<file path="config.mk">
export PLATFORM = sky130hd
export DESIGN_NAME = smc_serial
export DESIGN_NICKNAME = d
export VERILOG_FILES = /design/src/smc_pkg.sv /design/src/smc_baud.sv /design/src/smc_serial.sv
export SDC_FILE = /design/constraint.sdc
export NUM_CORES = 1
export LEC_CHECK = 0
export BUFFER_PORTS_ARGS = -buffer_cell sky130_fd_sc_hd__buf_2
export CORE_UTILIZATION = 58
export DETAILED_ROUTE_END_ITERATION = 8
export GPL_ROUTABILITY_DRIVEN = 0
export PLACE_DENSITY = 0.84
export SLEW_MARGIN = 10
export SYNTH_ARGS = -nofsm -noshare
export SYNTH_HDL_FRONTEND = slang
export SYNTH_SLANG_ARGS = --single-unit
</file>
<file path="constraint.sdc">
create_clock -name clk_i -period 3.4 [get_ports clk_i]
set_input_delay 0.17 -clock clk_i [delete_from_list [all_inputs] [get_ports clk_i]]
set_output_delay 0.17 -clock clk_i [all_outputs]
set_load 0.005 [all_outputs]
</file>
<file path="src/smc_pkg.sv">
// Package: register map, field positions, reset values and timing of the serial channel.
package smc_pkg;
	localparam int ADR_W = 5;
	localparam logic [4:0] OFS_FORMAT = 5'h00;
	localparam logic [4:0] OFS_CONTROL = 5'h04;
	localparam logic [4:0] OFS_TX_HOLD = 5'h08;
	localparam logic [4:0] OFS_FLAGS = 5'h0c;
	localparam logic [4:0] OFS_RX_HOLD = 5'h10;
	localparam logic [4:0] OFS_BIT_RATE = 5'h14;
	localparam int FMT_SYNC = 7;
	localparam int FMT_CHR7 = 6;
	localparam int FMT_PAR = 5;
	localparam int FMT_ODD = 4;
	localparam int FMT_STOP2 = 3;
	localparam int FMT_MP = 2;
	localparam int FMT_CKS_HI = 1;
	localparam int FMT_CKS_LO = 0;
	localparam int CTL_TIE = 7;
	localparam int CTL_RIE = 6;
	localparam int CTL_TE = 5;
	localparam int CTL_RE = 4;
	localparam int CTL_MULTIPROC_IRQ_EN = 3;
	localparam int CTL_TX_END_IRQ_EN = 2;
	localparam int CTL_CLOCK_SRC_EXT = 1;
	localparam int CTL_CLOCK_OUT_EN = 0;
	localparam int FLG_TX_HOLDING_EMPTY = 7;
	localparam int FLG_RX_HOLDING_FULL = 6;
	localparam int FLG_OVERRUN_ERR_FLAG = 5;
	localparam int FLG_FER = 4;
	localparam int FLG_PER = 3;
	localparam int FLG_TEND = 2;
	localparam int FLG_MPB = 1;
	localparam int FLG_MPBT = 0;
	localparam logic [7:0] FLG_CLEARABLE = 8'hf8;
	localparam logic [7:0] FLG_ERRORS = 8'h38;
	localparam logic [7:0] FLG_RX = 8'h78;
	localparam logic [7:0] RST_FORMAT = 8'h00;
	localparam logic [7:0] RST_CONTROL = 8'h00;
	localparam logic [7:0] RST_TX_HOLD = 8'hff;
	localparam logic [7:0] RST_FLAGS = 8'h84;
	localparam logic [7:0] RST_RX_HOLD = 8'h00;
	localparam logic [7:0] RST_BIT_RATE = 8'hff;
	localparam logic [5:0] PRE_DIV1 = 6'h00;
	localparam logic [5:0] PRE_DIV4 = 6'h03;
	localparam logic [5:0] PRE_DIV16 = 6'h0f;
	localparam logic [5:0] PRE_DIV64 = 6'h3f;
	localparam logic [3:0] ASYNC_LAST = 4'hf;
	localparam logic [3:0] ASYNC_MID = 4'h7;
	localparam logic [3:0] LEN_BASE = 4'h8;
	localparam logic [3:0] LEN_SYNC = 4'h7;
	typedef enum logic [1:0] {TX_IDLE, TX_SEND} smc_tx_type;
	typedef enum logic [1:0] {RX_IDLE, RX_START, RX_DATA} smc_rx_type;
endpackage

</file>
<file path="src/smc_baud.sv">
// Baud generator: clock prescaler and bit rate divider giving a one-cycle tick.
`timescale 1ns/10ps
module smc_baud (
	input wire logic clk_i,
	input wire logic rst_i,
	input wire logic [1:0] prescale_sel_i,
	input wire logic [7:0] bit_rate_i,
	output logic tick_o
);
	import smc_pkg::*;

	typedef struct packed {
		logic [5:0] pre;
		logic [7:0] cnt;
		logic tick;
	} smc_baud_type;

	smc_baud_type q;
	smc_baud_type n;
	logic [5:0] mask;

	// The prescaler runs free, so a mask compare gives all four rates from one counter.
	always_comb
	begin
		case (prescale_sel_i)
			2'h0: mask = PRE_DIV1;
			2'h1: mask = PRE_DIV4;
			2'h2: mask = PRE_DIV16;
			default: mask = PRE_DIV64;
		endcase
		n = q;
		n.tick = 1'b0;
		n.pre = q.pre + 6'h01;
		if ((q.pre & mask) == mask)
		begin
			if (q.cnt == bit_rate_i)
			begin
				n.cnt = 8'h00;
				n.tick = 1'b1;
			end
			else
				n.cnt = q.cnt + 8'h01;
		end
		if (rst_i)
			n = '0;
	end

	always_ff @(posedge clk_i)
	begin
		q <= n;
	end

	assign tick_o = q.tick;
endmodule // smc_baud

</file>
<file path="src/smc_serial.sv">
// Serial channel: format and control registers, Wishbone slave, transmitter and receiver.
//
// Added by the designer: register access over Wishbone and the register addresses.
`timescale 1ns/10ps
// Function
// Format bit 7 picks async or sync mode.
// Bit 6 picks seven data bits, async only.
// Seven-bit characters drop holding bit 7.
// Parity added and checked only in async.
// Bit 4 picks even or odd parity.
// Parity sense ignored without async parity.
// One or two stop bits; none in sync.
// Receiver checks only the first stop bit.
// Multiprocessor format overrides parity, async only.
// Prescaler divides by 1, 4, 16, 64.
// Both registers reset to zero.
// Empty flag with enable raises transmit request.
// Read-then-clear or disable withdraws transmit request.
// Full flag or errors raise receive requests.
// Read-then-clear or disable withdraws receive requests.
// Transmitter off holds empty flag at one.
// Transmission starts once empty flag is cleared.
// Software sets format before enabling transmitter.
// Control bit 4 enables the receiver.
// Receiver off keeps flags; start on start bit.
// External async clock 16x; output at bit rate.
module smc_serial (
	input wire logic clk_i,
	input wire logic rst_i,
	input wire logic wb_cyc_i,
	input wire logic wb_stb_i,
	input wire logic wb_we_i,
	input wire logic [smc_pkg::ADR_W-1:0] wb_adr_i,
	input wire logic [3:0] wb_sel_i,
	input wire logic [31:0] wb_dat_i,
	output logic [31:0] wb_dat_o,
	output logic wb_ack_o,
	input wire logic rxd_i,
	output logic txd_o,
	input wire logic sck_i,
	output logic sck_o,
	output logic sck_oe_n_o,
	output logic tx_empty_irq_o,
	output logic rx_full_irq_o,
	output logic rx_error_irq_o
);
	import smc_pkg::*;

	typedef struct packed {
		logic [7:0] fmt, ctl, txh, rxh, brr, flg, seen, rdat;
		logic ack;
		logic [2:0] sck_s;
		logic [1:0] rxd_s;
		logic [3:0] bph;
		smc_tx_type tx_st;
		logic [11:0] tx_sh;
		logic [3:0] tx_cnt;
		logic txd;
		smc_rx_type rx_st;
		logic [9:0] rx_sh;
		logic [3:0] rx_ph, rx_cnt;
		logic sck, sck_oe_n, irq_tx, irq_rx, irq_er;
	} smc_state_type;

	smc_state_type q;
	smc_state_type n;
	logic sync, chr7, mp_eff, pe_eff, stop2, ext, rxd, ext_rise, ext_fall;
	logic baud_tick, tick, run, rise, fall, bedge, acc, wr, rd;
	logic tx_load, tx_par, tx_extra;
	logic [3:0] rx_last;
	logic [7:0] tdat;
	logic [11:0] frame;

	smc_baud u_baud (
		.clk_i(clk_i),
		.rst_i(rst_i),
		.prescale_sel_i(q.fmt[FMT_CKS_HI:FMT_CKS_LO]),
		.bit_rate_i(q.brr),
		.tick_o(baud_tick)
	);

	assign sync = q.fmt[FMT_SYNC];
	assign chr7 = q.fmt[FMT_CHR7] & !sync;
	assign mp_eff = q.fmt[FMT_MP] & !sync;
	assign pe_eff = q.fmt[FMT_PAR] & !sync & !mp_eff;
	assign stop2 = q.fmt[FMT_STOP2] & !sync;
	assign ext = q.ctl[CTL_CLOCK_SRC_EXT];
	assign rxd = q.rxd_s[1];
	assign ext_rise = q.sck_s[1] & !q.sck_s[2];
	assign ext_fall = !q.sck_s[1] & q.sck_s[2];
	// An external async clock already runs at sixteen ticks per bit.
	assign tick = ext ? ext_rise : baud_tick;
	// The internal sync clock only runs while there is work, so an idle link shows a high clock.
	assign run = q.tx_st == TX_SEND || (q.ctl[CTL_TE] && !q.flg[FLG_TX_HOLDING_EMPTY]) || (q.ctl[CTL_RE] && !q.flg[FLG_RX_HOLDING_FULL]);
	assign rise = sync && (ext ? ext_rise : baud_tick && !q.bph[0]);
	assign fall = sync && (ext ? ext_fall : baud_tick && q.bph[0] && run);
	assign bedge = sync ? fall : tick && q.bph == ASYNC_LAST;
	assign acc = wb_cyc_i && wb_stb_i && !q.ack;
	assign wr = acc && wb_we_i && wb_sel_i[0];
	assign rd = acc && !wb_we_i;

	assign tdat = chr7 ? {1'b0, q.txh[6:0]} : q.txh;
	assign tx_par = ^tdat ^ q.fmt[FMT_ODD];
	assign tx_extra = mp_eff ? q.flg[FLG_MPBT] : (pe_eff ? tx_par : 1'b1);
	assign frame = sync ? {4'hf, q.txh} : (chr7 ? {3'h7, tx_extra, q.txh[6:0], 1'b0} : {2'h3, tx_extra, q.txh, 1'b0});
	assign rx_last = sync ? LEN_SYNC : LEN_BASE - {3'h0, chr7} + {3'h0, pe_eff | mp_eff};
	assign tx_load = bedge && (q.tx_st == TX_IDLE || q.tx_cnt == 4'h0) && q.ctl[CTL_TE] && !q.flg[FLG_TX_HOLDING_EMPTY];

	always_comb
	begin
		logic [7:0] wd;
		logic [3:0] tx_len;
		logic [7:0] rdat;
		logic xbit;
		wd = wb_dat_i[7:0];
		// The async frame also carries its start bit, so one more shift than the receiver counts.
		tx_len = sync ? LEN_SYNC : rx_last + {3'h0, stop2} + 4'h1;
		rdat = 8'h00;
		xbit = 1'b0;
		n = q;
		n.sck_s = {q.sck_s[1:0], sck_i};
		n.rxd_s = {q.rxd_s[0], rxd_i};
		n.ack = acc;

		// Register access; clears come first so that hardware sets below win.
		if (acc)
		begin
			n.rdat = 8'h00;
			case (wb_adr_i)
				OFS_FORMAT:
				begin
					n.rdat = q.fmt;
					if (wr)
						n.fmt = wd;
				end
				OFS_CONTROL:
				begin
					n.rdat = q.ctl;
					if (wr)
						n.ctl = wd;
				end
				OFS_TX_HOLD:
				begin
					n.rdat = q.txh;
					if (wr)
						n.txh = wd;
				end
				OFS_FLAGS:
				begin
					n.rdat = q.flg;
					if (rd)
						n.seen = q.seen | q.flg;
					if (wr)
					begin
						for (int i = 0; i < 8; i++)
						begin
							if (FLG_CLEARABLE[i] && !wd[i] && q.seen[i])
								n.flg[i] = 1'b0;
						end
						if (!wd[FLG_TX_HOLDING_EMPTY] && q.seen[FLG_TX_HOLDING_EMPTY])
							n.flg[FLG_TEND] = 1'b0;
						n.flg[FLG_MPBT] = wd[FLG_MPBT];
					end
				end
				OFS_RX_HOLD:
					n.rdat = q.rxh;
				OFS_BIT_RATE:
				begin
					n.rdat = q.brr;
					if (wr)
						n.brr = wd;
				end
				default:
					n.rdat = 8'h00;
			endcase
		end

		// Bit phase: sixteen ticks per async bit, one clock half per tick with the internal sync clock.
		if (sync)
		begin
			if (!ext && (rise || fall))
				n.bph[0] = !q.bph[0];
		end
		else if (tick)
			n.bph = q.bph + 4'h1;
		n.sck = 1'b1;
		n.sck_oe_n = 1'b1;
		if (!ext && (sync || q.ctl[CTL_CLOCK_OUT_EN]))
		begin
			n.sck_oe_n = 1'b0;
			n.sck = sync ? n.bph[0] : n.bph[3];
		end

		// Transmitter: a new character is taken only on a bit boundary.
		if (tx_load)
		begin
			n.tx_st = TX_SEND;
			n.tx_sh = frame;
			n.txd = frame[0];
			n.tx_cnt = tx_len;
			n.flg[FLG_TX_HOLDING_EMPTY] = 1'b1;
			n.flg[FLG_TEND] = 1'b0;
		end
		else
		begin
			case (q.tx_st)
				TX_IDLE:
					n.txd = 1'b1;
				TX_SEND:
				begin
					if (bedge)
					begin
						if (q.tx_cnt != 4'h0)
						begin
							n.tx_sh = {1'b1, q.tx_sh[11:1]};
							n.txd = q.tx_sh[1];
							n.tx_cnt = q.tx_cnt - 4'h1;
						end
						else
						begin
							n.tx_st = TX_IDLE;
							n.txd = 1'b1;
							n.flg[FLG_TEND] = 1'b1;
						end
					end
				end
				default:
					n.tx_st = TX_IDLE;
			endcase
		end

		// Receiver: turning it off abandons the character but leaves every flag alone.
		if (!q.ctl[CTL_RE])
			n.rx_st = RX_IDLE;
		else
		begin
			case (q.rx_st)
				RX_IDLE:
				begin
					n.rx_cnt = 4'h0;
					n.rx_ph = 4'h0;
					if (sync)
						n.rx_st = RX_DATA;
					else if (tick && !rxd)
						n.rx_st = RX_START;
				end
				RX_START:
				begin
					if (tick)
					begin
						n.rx_ph = q.rx_ph + 4'h1;
						if (q.rx_ph == ASYNC_MID)
						begin
							n.rx_ph = 4'h0;
							n.rx_st = rxd ? RX_IDLE : RX_DATA;
						end
					end
				end
				RX_DATA:
				begin
					if (tick && !sync)
						n.rx_ph = q.rx_ph + 4'h1;
					if (sync ? rise : tick && q.rx_ph == ASYNC_LAST)
					begin
						n.rx_sh[q.rx_cnt] = rxd;
						n.rx_cnt = q.rx_cnt + 4'h1;
						if (q.rx_cnt == rx_last)
						begin
							n.rx_st = RX_IDLE;
							rdat = chr7 ? {1'b0, n.rx_sh[6:0]} : n.rx_sh[7:0];
							xbit = chr7 ? n.rx_sh[7] : n.rx_sh[8];
							// A full holding register keeps its old byte; the new one is lost.
							if (q.flg[FLG_RX_HOLDING_FULL])
								n.flg[FLG_OVERRUN_ERR_FLAG] = 1'b1;
							else
							begin
								n.rxh = rdat;
								n.flg[FLG_RX_HOLDING_FULL] = 1'b1;
								if (!sync && !rxd)
									n.flg[FLG_FER] = 1'b1;
								if (pe_eff && (^rdat ^ xbit ^ q.fmt[FMT_ODD]))
									n.flg[FLG_PER] = 1'b1;
								if (mp_eff)
									n.flg[FLG_MPB] = xbit;
							end
						end
					end
				end
				default:
					n.rx_st = RX_IDLE;
			endcase
		end

		if (!n.ctl[CTL_TE])
			n.flg[FLG_TX_HOLDING_EMPTY] = 1'b1;
		n.seen = n.seen & n.flg;
		n.irq_tx = n.ctl[CTL_TIE] && n.flg[FLG_TX_HOLDING_EMPTY];
		n.irq_rx = n.ctl[CTL_RIE] && n.flg[FLG_RX_HOLDING_FULL];
		n.irq_er = n.ctl[CTL_RIE] && |(n.flg & FLG_ERRORS);

		if (rst_i)
		begin
			n = '0;
			n.fmt = RST_FORMAT;
			n.ctl = RST_CONTROL;
			n.txh = RST_TX_HOLD;
			n.flg = RST_FLAGS;
			n.rxh = RST_RX_HOLD;
			n.brr = RST_BIT_RATE;
			n.tx_st = TX_IDLE;
			n.rx_st = RX_IDLE;
			n.txd = 1'b1;
			n.sck = 1'b1;
			n.sck_oe_n = 1'b1;
		end
	end

	always_ff @(posedge clk_i)
	begin
		q <= n;
	end

	assign wb_dat_o = {24'h000000, q.rdat};
	assign wb_ack_o = q.ack;
	assign txd_o = q.txd;
	assign sck_o = q.sck;
	assign sck_oe_n_o = q.sck_oe_n;
	assign tx_empty_irq_o = q.irq_tx;
	assign rx_full_irq_o = q.irq_rx;
	assign rx_error_irq_o = q.irq_er;

	chk_reset_clears_regs: assert property (@(posedge clk_i) disable iff (rst_i)
		$past(rst_i) |-> q.fmt == RST_FORMAT && q.ctl == RST_CONTROL && q.flg == RST_FLAGS)
		else $error("registers not at reset values after reset");
	chk_empty_locked: assert property (@(posedge clk_i) disable iff (rst_i)
		!q.ctl[CTL_TE] |-> q.flg[FLG_TX_HOLDING_EMPTY] && !tx_load)
		else $error("empty flag not held while transmitter is off");
	chk_tx_request: assert property (@(posedge clk_i) disable iff (rst_i)
		tx_empty_irq_o == (q.ctl[CTL_TIE] && q.flg[FLG_TX_HOLDING_EMPTY]))
		else $error("transmit request disagrees with enable and empty flag");
	chk_rx_error_req: assert property (@(posedge clk_i) disable iff (rst_i)
		rx_error_irq_o == (q.ctl[CTL_RIE] && (q.flg & FLG_ERRORS) != 8'h00))
		else $error("error request disagrees with enable and error flags");
	chk_start_bit_low: assert property (@(posedge clk_i) disable iff (rst_i)
		tx_load && !sync |=> !txd_o && q.tx_st == TX_SEND && q.flg[FLG_TX_HOLDING_EMPTY])
		else $error("async transmission did not open with a start bit");
	chk_seven_bit_drop: assert property (@(posedge clk_i) disable iff (rst_i)
		tx_load && chr7 && !pe_eff && !mp_eff && !stop2 |=> q.tx_cnt == 4'h8 && q.tx_sh[8])
		else $error("seven bit frame length or stop bit wrong");
	chk_two_stop_bits: assert property (@(posedge clk_i) disable iff (rst_i)
		tx_load && !sync && !chr7 && !pe_eff && !mp_eff && stop2 |=> q.tx_cnt == 4'ha && &q.tx_sh[10:9])
		else $error("two stop bit frame wrong");
	chk_sync_frame: assert property (@(posedge clk_i) disable iff (rst_i)
		tx_load && sync |=> q.tx_cnt == 4'h7 && q.tx_sh[11:8] == 4'hf)
		else $error("sync frame is not eight bare data bits");
	chk_parity_sense: assert property (@(posedge clk_i) disable iff (rst_i)
		tx_load && pe_eff && !chr7 |=> (^q.tx_sh[9:1]) == $past(q.fmt[FMT_ODD]))
		else $error("transmitted parity has the wrong sense");
	chk_rx_off_flags: assert property (@(posedge clk_i) disable iff (rst_i)
		!q.ctl[CTL_RE] && !acc |=> (q.flg & FLG_RX) == ($past(q.flg) & FLG_RX))
		else $error("receive flags changed while receiver is off");
endmodule // smc_serial

</file>
==> results by group, run 1 <==
Outcome
  • Status: completed

Floorplanning
  • Die H: 107.4 um
  • Core Area: 10840 um2
  • I/O pins: 87
  • Die area: 11540 um2
  • Initial cell density of the core: 0.5945
  • Die width: 107.4 um
  • Std-Cell Rows: 38

Clocking
  • Longest Clk Path Bufs: 2
  • Clock latency on the worst-skew pair: 540 ps
  • Post-CTS Resized: 0
  • Clk sinks: 127
  • Clock root buffer: clkbuf_8
  • Reg clk slew, reported paths: 60 ps
  • Num CTS Buffers: 17
  • TritonCTS clock tree: built
  • Htree depth: 4

Placement
  • I/O Buffers: 35
  • Dpl hpwl: 10790 um
  • Place WS: 744.1 ps
  • Cells after DPL: 890

Global route
  • Vias in the first global route: 5231
  • Pin count of the biggest net entering global routing: 38
  • Antenna violations before repair: 0
  • First-pass GRT wire length: 25450 um
  • Tot GR Track Use: 0.2863
  • Total grt overflow: 0

Timing
  • Max_slew headroom: 0.1599
  • Final number of max-transition violations: 0
  • Skew final: 6.979 ps
  • Slew @ Worst Pin: 1249 ps
  • Final hold slack: 42.94 ps
  • Fraction of the cycle the final worst path needs: 0.8219
  • Final setup vio count: 0
  • Maximum clock rate: 0.3578 GHz
  • Final hold violation count: 0
  • Post-layout minimum cycle time: 2794 ps
  • RSZ-0062 raised after global routing: no
  • Final worst setup slack: 605.5 ps
  • Final TNS setup: 0 ps

Worst setup path
  • R2r setup slk: 610 ps
  • Reg-to-Reg End: q[98]
  • Crit path required time: 3800 ps
  • Worst R2R Start: wb_ack_o
  • Crit Path Class: reg2reg
  • Crit path capture type: flip-flop
  • Crit-path max cell delay: 740 ps
  • CP Data Arrival Time: 3190 ps
  • Worst path slowest cell: nor2_1
  • Worst Setup Start Kind: flip-flop
  • Reg2Reg Depth: 5
  • CP cell instances: nand3b_1 > nor2_1 > and2_0 > mux2i_1 > nand2_1
  • CP Max Fanout: 16

Layout
  • Most frequent cells in the layout: dfxtp_1 (127), nor2_1 (106), nand2_1 (56)
  • Layout Cells excl Fill: 933
  • N_diodes: 0
  • Most common cell after layout, fill and taps aside: dfxtp_1
  • # fillers: 800
  • Post-layout util: 0.6735
  • Synth-to-layout area growth: 13.28%
  • Share of cells above drive strength 1: 0.1236
  • Final net count: 845

Synthesis
  • Synth Register Bits: 127
  • Synth warn: 0
  • Simple-Gate Fraction of Synth Area: 0.2260
  • Post-synth EDFFs: 0
  • Largest area contributor in the netlist: dfxtp_1
  • Average size of a mapped cell: 8.593 um2
  • Synth top area share: 0.3945
  • Syn Inst Count: 750
  • Post-synthesis cell area: 6445 um2
  • Synth Flop Type: dfxtp_1
  • Synth Area in XOR/XNOR: 0.05708
  • Mux share of post-synthesis cell area: 0.08367
  • Synthesized-area fraction occupied by adder cells: 0.03300
  • Sequential element share of the synthesized area: 0.3945
  • FFs w/ async S/R, synth: 0
  • Top area cells in the synthesized netlist: dfxtp_1 (39%), mux2i_1 (7.1%), nor2_1 (6.2%), a22oi_1 (3.8%), buf_4 (3.8%)
  • Largest family of logic cells by synthesized area: simple AND/OR/NAND/NOR gates
  • Complex-gate fraction of the synthesized area: 0.1361
  • Netlist cell types: 56

Worst hold path
  • Hold depth: 2
  • HP Start: rst_i
  • Hold Crit Class: in2reg
  • Worst hold endpoint: q[21]

Detailed routing
  • Wire length per cell: 17.28 um
  • ANT nets after route: 0
  • Post-Route WL: 16120 um
  • Initial DRC count: 690
  • TritonRoute pass-1 iters: 6
  • Via-to-Cell Ratio: 6.057
  • Vias: 5651
  • DRC: 0

Pwr
  • Leak Pwr: 2.724 nW
  • P per Cell Area: 486.6 nW/um2
  • Peak VDD IR: 0.0003837 V

Flow run
  • Max-Cap Viols: 0
-- registers in the layout, indices dropped and copies added (netlist names), named ones only --
register        count
sck_o               1
rx_error_irq_o      1
wb_ack_o            1
tx_empty_irq_o      1
u_baud.q           14
rx_full_irq_o       1
wb_dat_o            8
ext                 1
q                  94
sck_oe_n_o          1
u_baud.tick_o       1
txd_o               1
-- worst max-delay path by stage --
stage / start / to / slack (ps)
finish: wb_ack_o / q[98] / 610
global route: wb_ack_o / rx_error_irq_o / 380
CTS: wb_ack_o / q[95] / 700
detailed placement: wb_ack_o / rx_error_irq_o / 740
global placement: wb_ack_o / rx_error_irq_o / 850
floorplan: q[117] / q[65] / 550
-- logic make-up (layout without fill, tap and decap cells) --
logic type                 after synthesis  count (layout)
xor gates and xnor gates                42              42
other                                    1              24
and+or+nand+nor                        290             290
AOI/OAI and AO/OA                      136             136
buffers and inverters                   84             104
adders and majority gates               17              17
DFF                                    127             127
muxes                                   53              53
-- where the power goes --
part	total, W	internal (W)	leakage, nW	switching, W
Clock	0.00193	0.00120	0.301	0.000722
Sequential	0.00151	0.00150	1.03	0.0000114
Combinational	0.000117	0.0000413	1.40	0.0000757
Total	0.00355	0.00274	2.72	0.000809
-- per-stage QoR --
| step | instance area [um2] | total power [W] |
|---|---|---|
| 3_3_place_gp | 6571 | 0.001641 |
| 6_report | 7301 | 0.003553 |
| 5_1_grt | 7301 | 0.003635 |
| 3_5_place_dp | 6571 | 0.001645 |
| 2_1_floorplan | 6531 | 0.001626 |
| 4_1_cts | 7295 | 0.003558 |
-- synth_stat cells (all sizes together) (16+ instances only) --
| cell type | instances |
|---|---|
| buf | 40 |
| nand3 | 28 |
| nor2 | 107 |
| a21oi | 37 |
| inv | 16 |
| nor2b | 16 |
| mux2i | 46 |
| clkbuf | 28 |
| a22oi | 33 |
| o21ai | 21 |
| dfxtp | 127 |
| ha | 17 |
| xnor2 | 21 |
| xor2 | 21 |
| nand2 | 56 |
-- worst max-delay path, delay by kind of cell (launching register included) --
family	cells	cell delay (ps)
simple gates	4	2050
flops	1	310
mux	1	290
-- routing by layer --
layer	wire length, um	vias to the layer above	global-route usage
met5	0	-	0
met3	1261	64	0.07385
met1	6504	2666	0.3539
met2	7790	288	0.4604
li1	-	2633	-
met4	566	0	0.1448
-- what timing repair did --
action	CTS	global route
hold buffers	10	0
hold endpoints to repair	29	0
buffers inserted	0	0
-- area by class of cell --
| type | count | area, um2 | share of cell area |
|---|---|---|---|
| Clock inverter | 15 | 209.0 | 0.02862 |
| Inverter | 16 | 60.06 | 0.008226 |
| Multi-Input combinational cell | 562 | 3545 | 0.4855 |
| Clock buffer | 17 | 414.1 | 0.05673 |
| Sequential cell | 127 | 2542 | 0.3482 |
| Timing Repair Buffer | 56 | 355.3 | 0.04867 |
| Tap cell | 140 | 175.2 | 0.02399 |
Note: power is estimated with default switching activity, not from simulation.
==> inputs of run 2 (changes only) <==
- ABC_AREA: unset -> 1
- clock period: 3.4 -> 2.9 ns (I/O delays scaled with it)
==> run 2 against run 1 <==
Net effect: largest cell class unchanged; critical endpoint is now q[87]; largest power group unchanged; register-to-register slack got worse by 100 ps; die area increased by 5.8%; final cell count increased by 22%.
==> results by group, run 2 <==
Timing
  • Max_slew headroom: 0.4954
  • Final hold violation count: 0
  • Skew final: 8.097 ps
  • Final setup vio count: 0
  • RSZ-0062 raised after global routing: no
  • Final TNS setup: 0 ps
  • Final number of max-transition violations: 0
  • Slew @ Worst Pin: 752.2 ps
  • Maximum clock rate: 0.4170 GHz
  • Post-layout minimum cycle time: 2398 ps
  • Fraction of the cycle the final worst path needs: 0.8268

Pwr
  • Leak Pwr: 3.342 nW
  • P per Cell Area: 540.0 nW/um2
  • Total power: 0.004072 W
  • Peak VDD IR: 0.0008672 V

Worst setup path
  • Crit Path Class: reg2reg
  • Worst Setup Start Kind: flip-flop
  • Crit path required time: 3200 ps
  • CP Data Arrival Time: 2700 ps
  • Crit path capture type: flip-flop
  • Crit-path max cell delay: 430 ps
  • CP Max Fanout: 11
  • Buf/Inv on CP: 3
  • Worst path slowest cell: dfxtp_1
  • CP cell instances: inv_1 > nor2_1 > ha_1 > inv_1 > nor2_1 > xor2_1 > a21oi_2 > nand3_2 > buf_4 > o21ai_0 > a21oi_1
  • Critical path's top delay family: simple AND/OR/NAND/NOR gates

Placement
  • Dpl hpwl: 11470 um
  • I/O Buffers: 35

Clocking
  • Longest Clk Path Bufs: 2
  • Num CTS Buffers: 17
  • Post-CTS Setup Repair Bufs: 0
  • Reg clk slew, reported paths: 50 ps
  • Clock latency on the worst-skew pair: 410 ps
  • Clock root buffer: clkbuf_16
  • TritonCTS clock tree: built
  • Post-CTS Resized: 0
  • Clk sinks: 127
  • Htree depth: 4

Flow run
  • Max-Cap Viols: 0

Layout
  • Max reg flops: 94
  • Most common cell after layout, fill and taps aside: nand2_1
  • Register area: 2542 um2
  • N_diodes: 0
  • Largest register by flop count: q
  • Share of cells above drive strength 1: 0.1211
  • Final net count: 1046
  • Most frequent cells in the layout: nand2_1 (200), dfxtp_1 (127), inv_1 (122)
  • Synth-to-layout area growth: 10.43%
  • Multi-input logic area: 3436 um2
  • # fillers: 942

Global route
  • Total grt overflow: 0
  • Vias in the first global route: 5688
  • Tot GR Track Use: 0.2730
  • Antenna violations before repair: 0
  • Pin count of the biggest net entering global routing: 47
  • First-pass GRT wire length: 27120 um

Worst hold path
  • Hold Crit Class: in2reg

Synthesis
  • Synth Register Bits: 127
  • Synth top area share: 0.3724
  • Top area cells in the synthesized netlist: dfxtp_1 (37%), nand2_1 (11%), inv_1 (6.8%), a21oi_1 (5.7%), o21ai_0 (4.5%)
  • Synth warn: 0
  • Sequential element share of the synthesized area: 0.3724
  • Netlist cell types: 52
  • Average size of a mapped cell: 7.165 um2
  • Post-synthesis cell area: 6828 um2
  • Synth Flop Type: dfxtp_1
  • FFs w/ async S/R, synth: 0
  • Commonest cells in the netlist: nand2_1 (200), dfxtp_1 (127), inv_1 (123)
  • Syn Inst Count: 953
  • Post-synth EDFFs: 0
  • Largest area contributor in the netlist: dfxtp_1
  • Top-count cell post-synth: nand2_1

Detailed routing
  • DRC: 0
  • Vias: 6381
  • Via-to-Cell Ratio: 5.627
  • ANT nets after route: 0
  • Wire length per cell: 14.59 um
  • Initial DRC count: 563
  • Post-Route WL: 16550 um
  • TritonRoute pass-1 iters: 7

Floorplanning
  • Die area: 12210 um2
  • Core Area: 11470 um2
  • Die width: 110.5 um
  • Initial cell density of the core: 0.5954
  • I/O pins: 87
  • Std-Cell Rows: 39
  • Die H: 110.5 um

Outcome
  • Status: completed
-- run 2: cell count changes after synthesis, sizes merged, moves of 40 or more --
| cell | before | now |
|---|---|---|
| a21oi | 37 | 79 |
| inv | 16 | 131 |
| mux2i | 46 | 0 |
| nand2 | 56 | 211 |
| nor2 | 107 | 67 |
| o21ai | 21 | 79 |
-- run 2: layout make-up --
type,count,area share
multi-input cells,653,0.4557
clock buffers,22,0.06422
well taps,143,0.02373
clock inverters,7,0.01460
flip-flops and latches,127,0.3372
inverters,134,0.06704
repair buffers,48,0.03750
-- run 2: per-layer routing --
layer	share of wire	global-route usage
met3	0.082	0.06586
met5	0	0
met2	0.46	0.4344
met4	0.024	0.1013
met1	0.43	0.3587
-- run 2: logic make-up (layout without fill, tap and decap cells) --
logic type               Yosys count  in the layout  share of synthesized area
adder cells (fa/ha/maj)           17             17                    0.03115
flip-flops                       127            127                     0.3724
AND/OR/NAND/NOR                  383            383                     0.2582
XOR/XNOR                          17             17                    0.02181
buffers and inverters            196            211                     0.1371
other                              1             24                  0.0005492
AO/OA/AOI/OAI                    212            212                     0.1789
-- run 2: power by group --
group	internal [W]	total, W	switching (W)
Combinational	0.0000463	0.000147	0.000100
Clock	0.00142	0.00215	0.000730
Sequential	0.00176	0.00177	0.0000129
Total	0.00323	0.00407	0.000843
-- run 2: worst min-delay path: stages --
cell and delay, ps:
buf_2 120, a21oi_1 70, o21ai_0 60
-- run 2: per-stage QoR --
stage          hold WS [ps]  setup slack, ps  std cells  cell area (um2)    util
2_1_floorplan         252.0            564.5        976             6914       -
3_3_place_gp          353.7            649.6       1101             6905  0.6022
3_5_place_dp          357.6            537.3       1101             6905  0.6022
4_1_cts              0.5370            535.6       1134             7540  0.6575
5_1_grt               13.44            306.0       1134             7540  0.6575
6_report              14.39            502.2       1134             7540  0.6575
-- run 2: what timing repair did --
| item | in CTS | in global routing |
|---|---|---|
| endpoints found under the hold margin | 4 | 0 |
| endpoints found under the setup margin | 0 | 0 |
| hold buffers | 4 | 0 |
-- run 2: final timing paths --
kind	start	endpoint	slack, ps	cells after the start
min	wb_dat_i[5]	q[83]	10	3
max	q[116]	q[87]	500	11
max reg2reg	q[116]	q[87]	500	11
min reg2reg	q[48]	q[49]	400	2
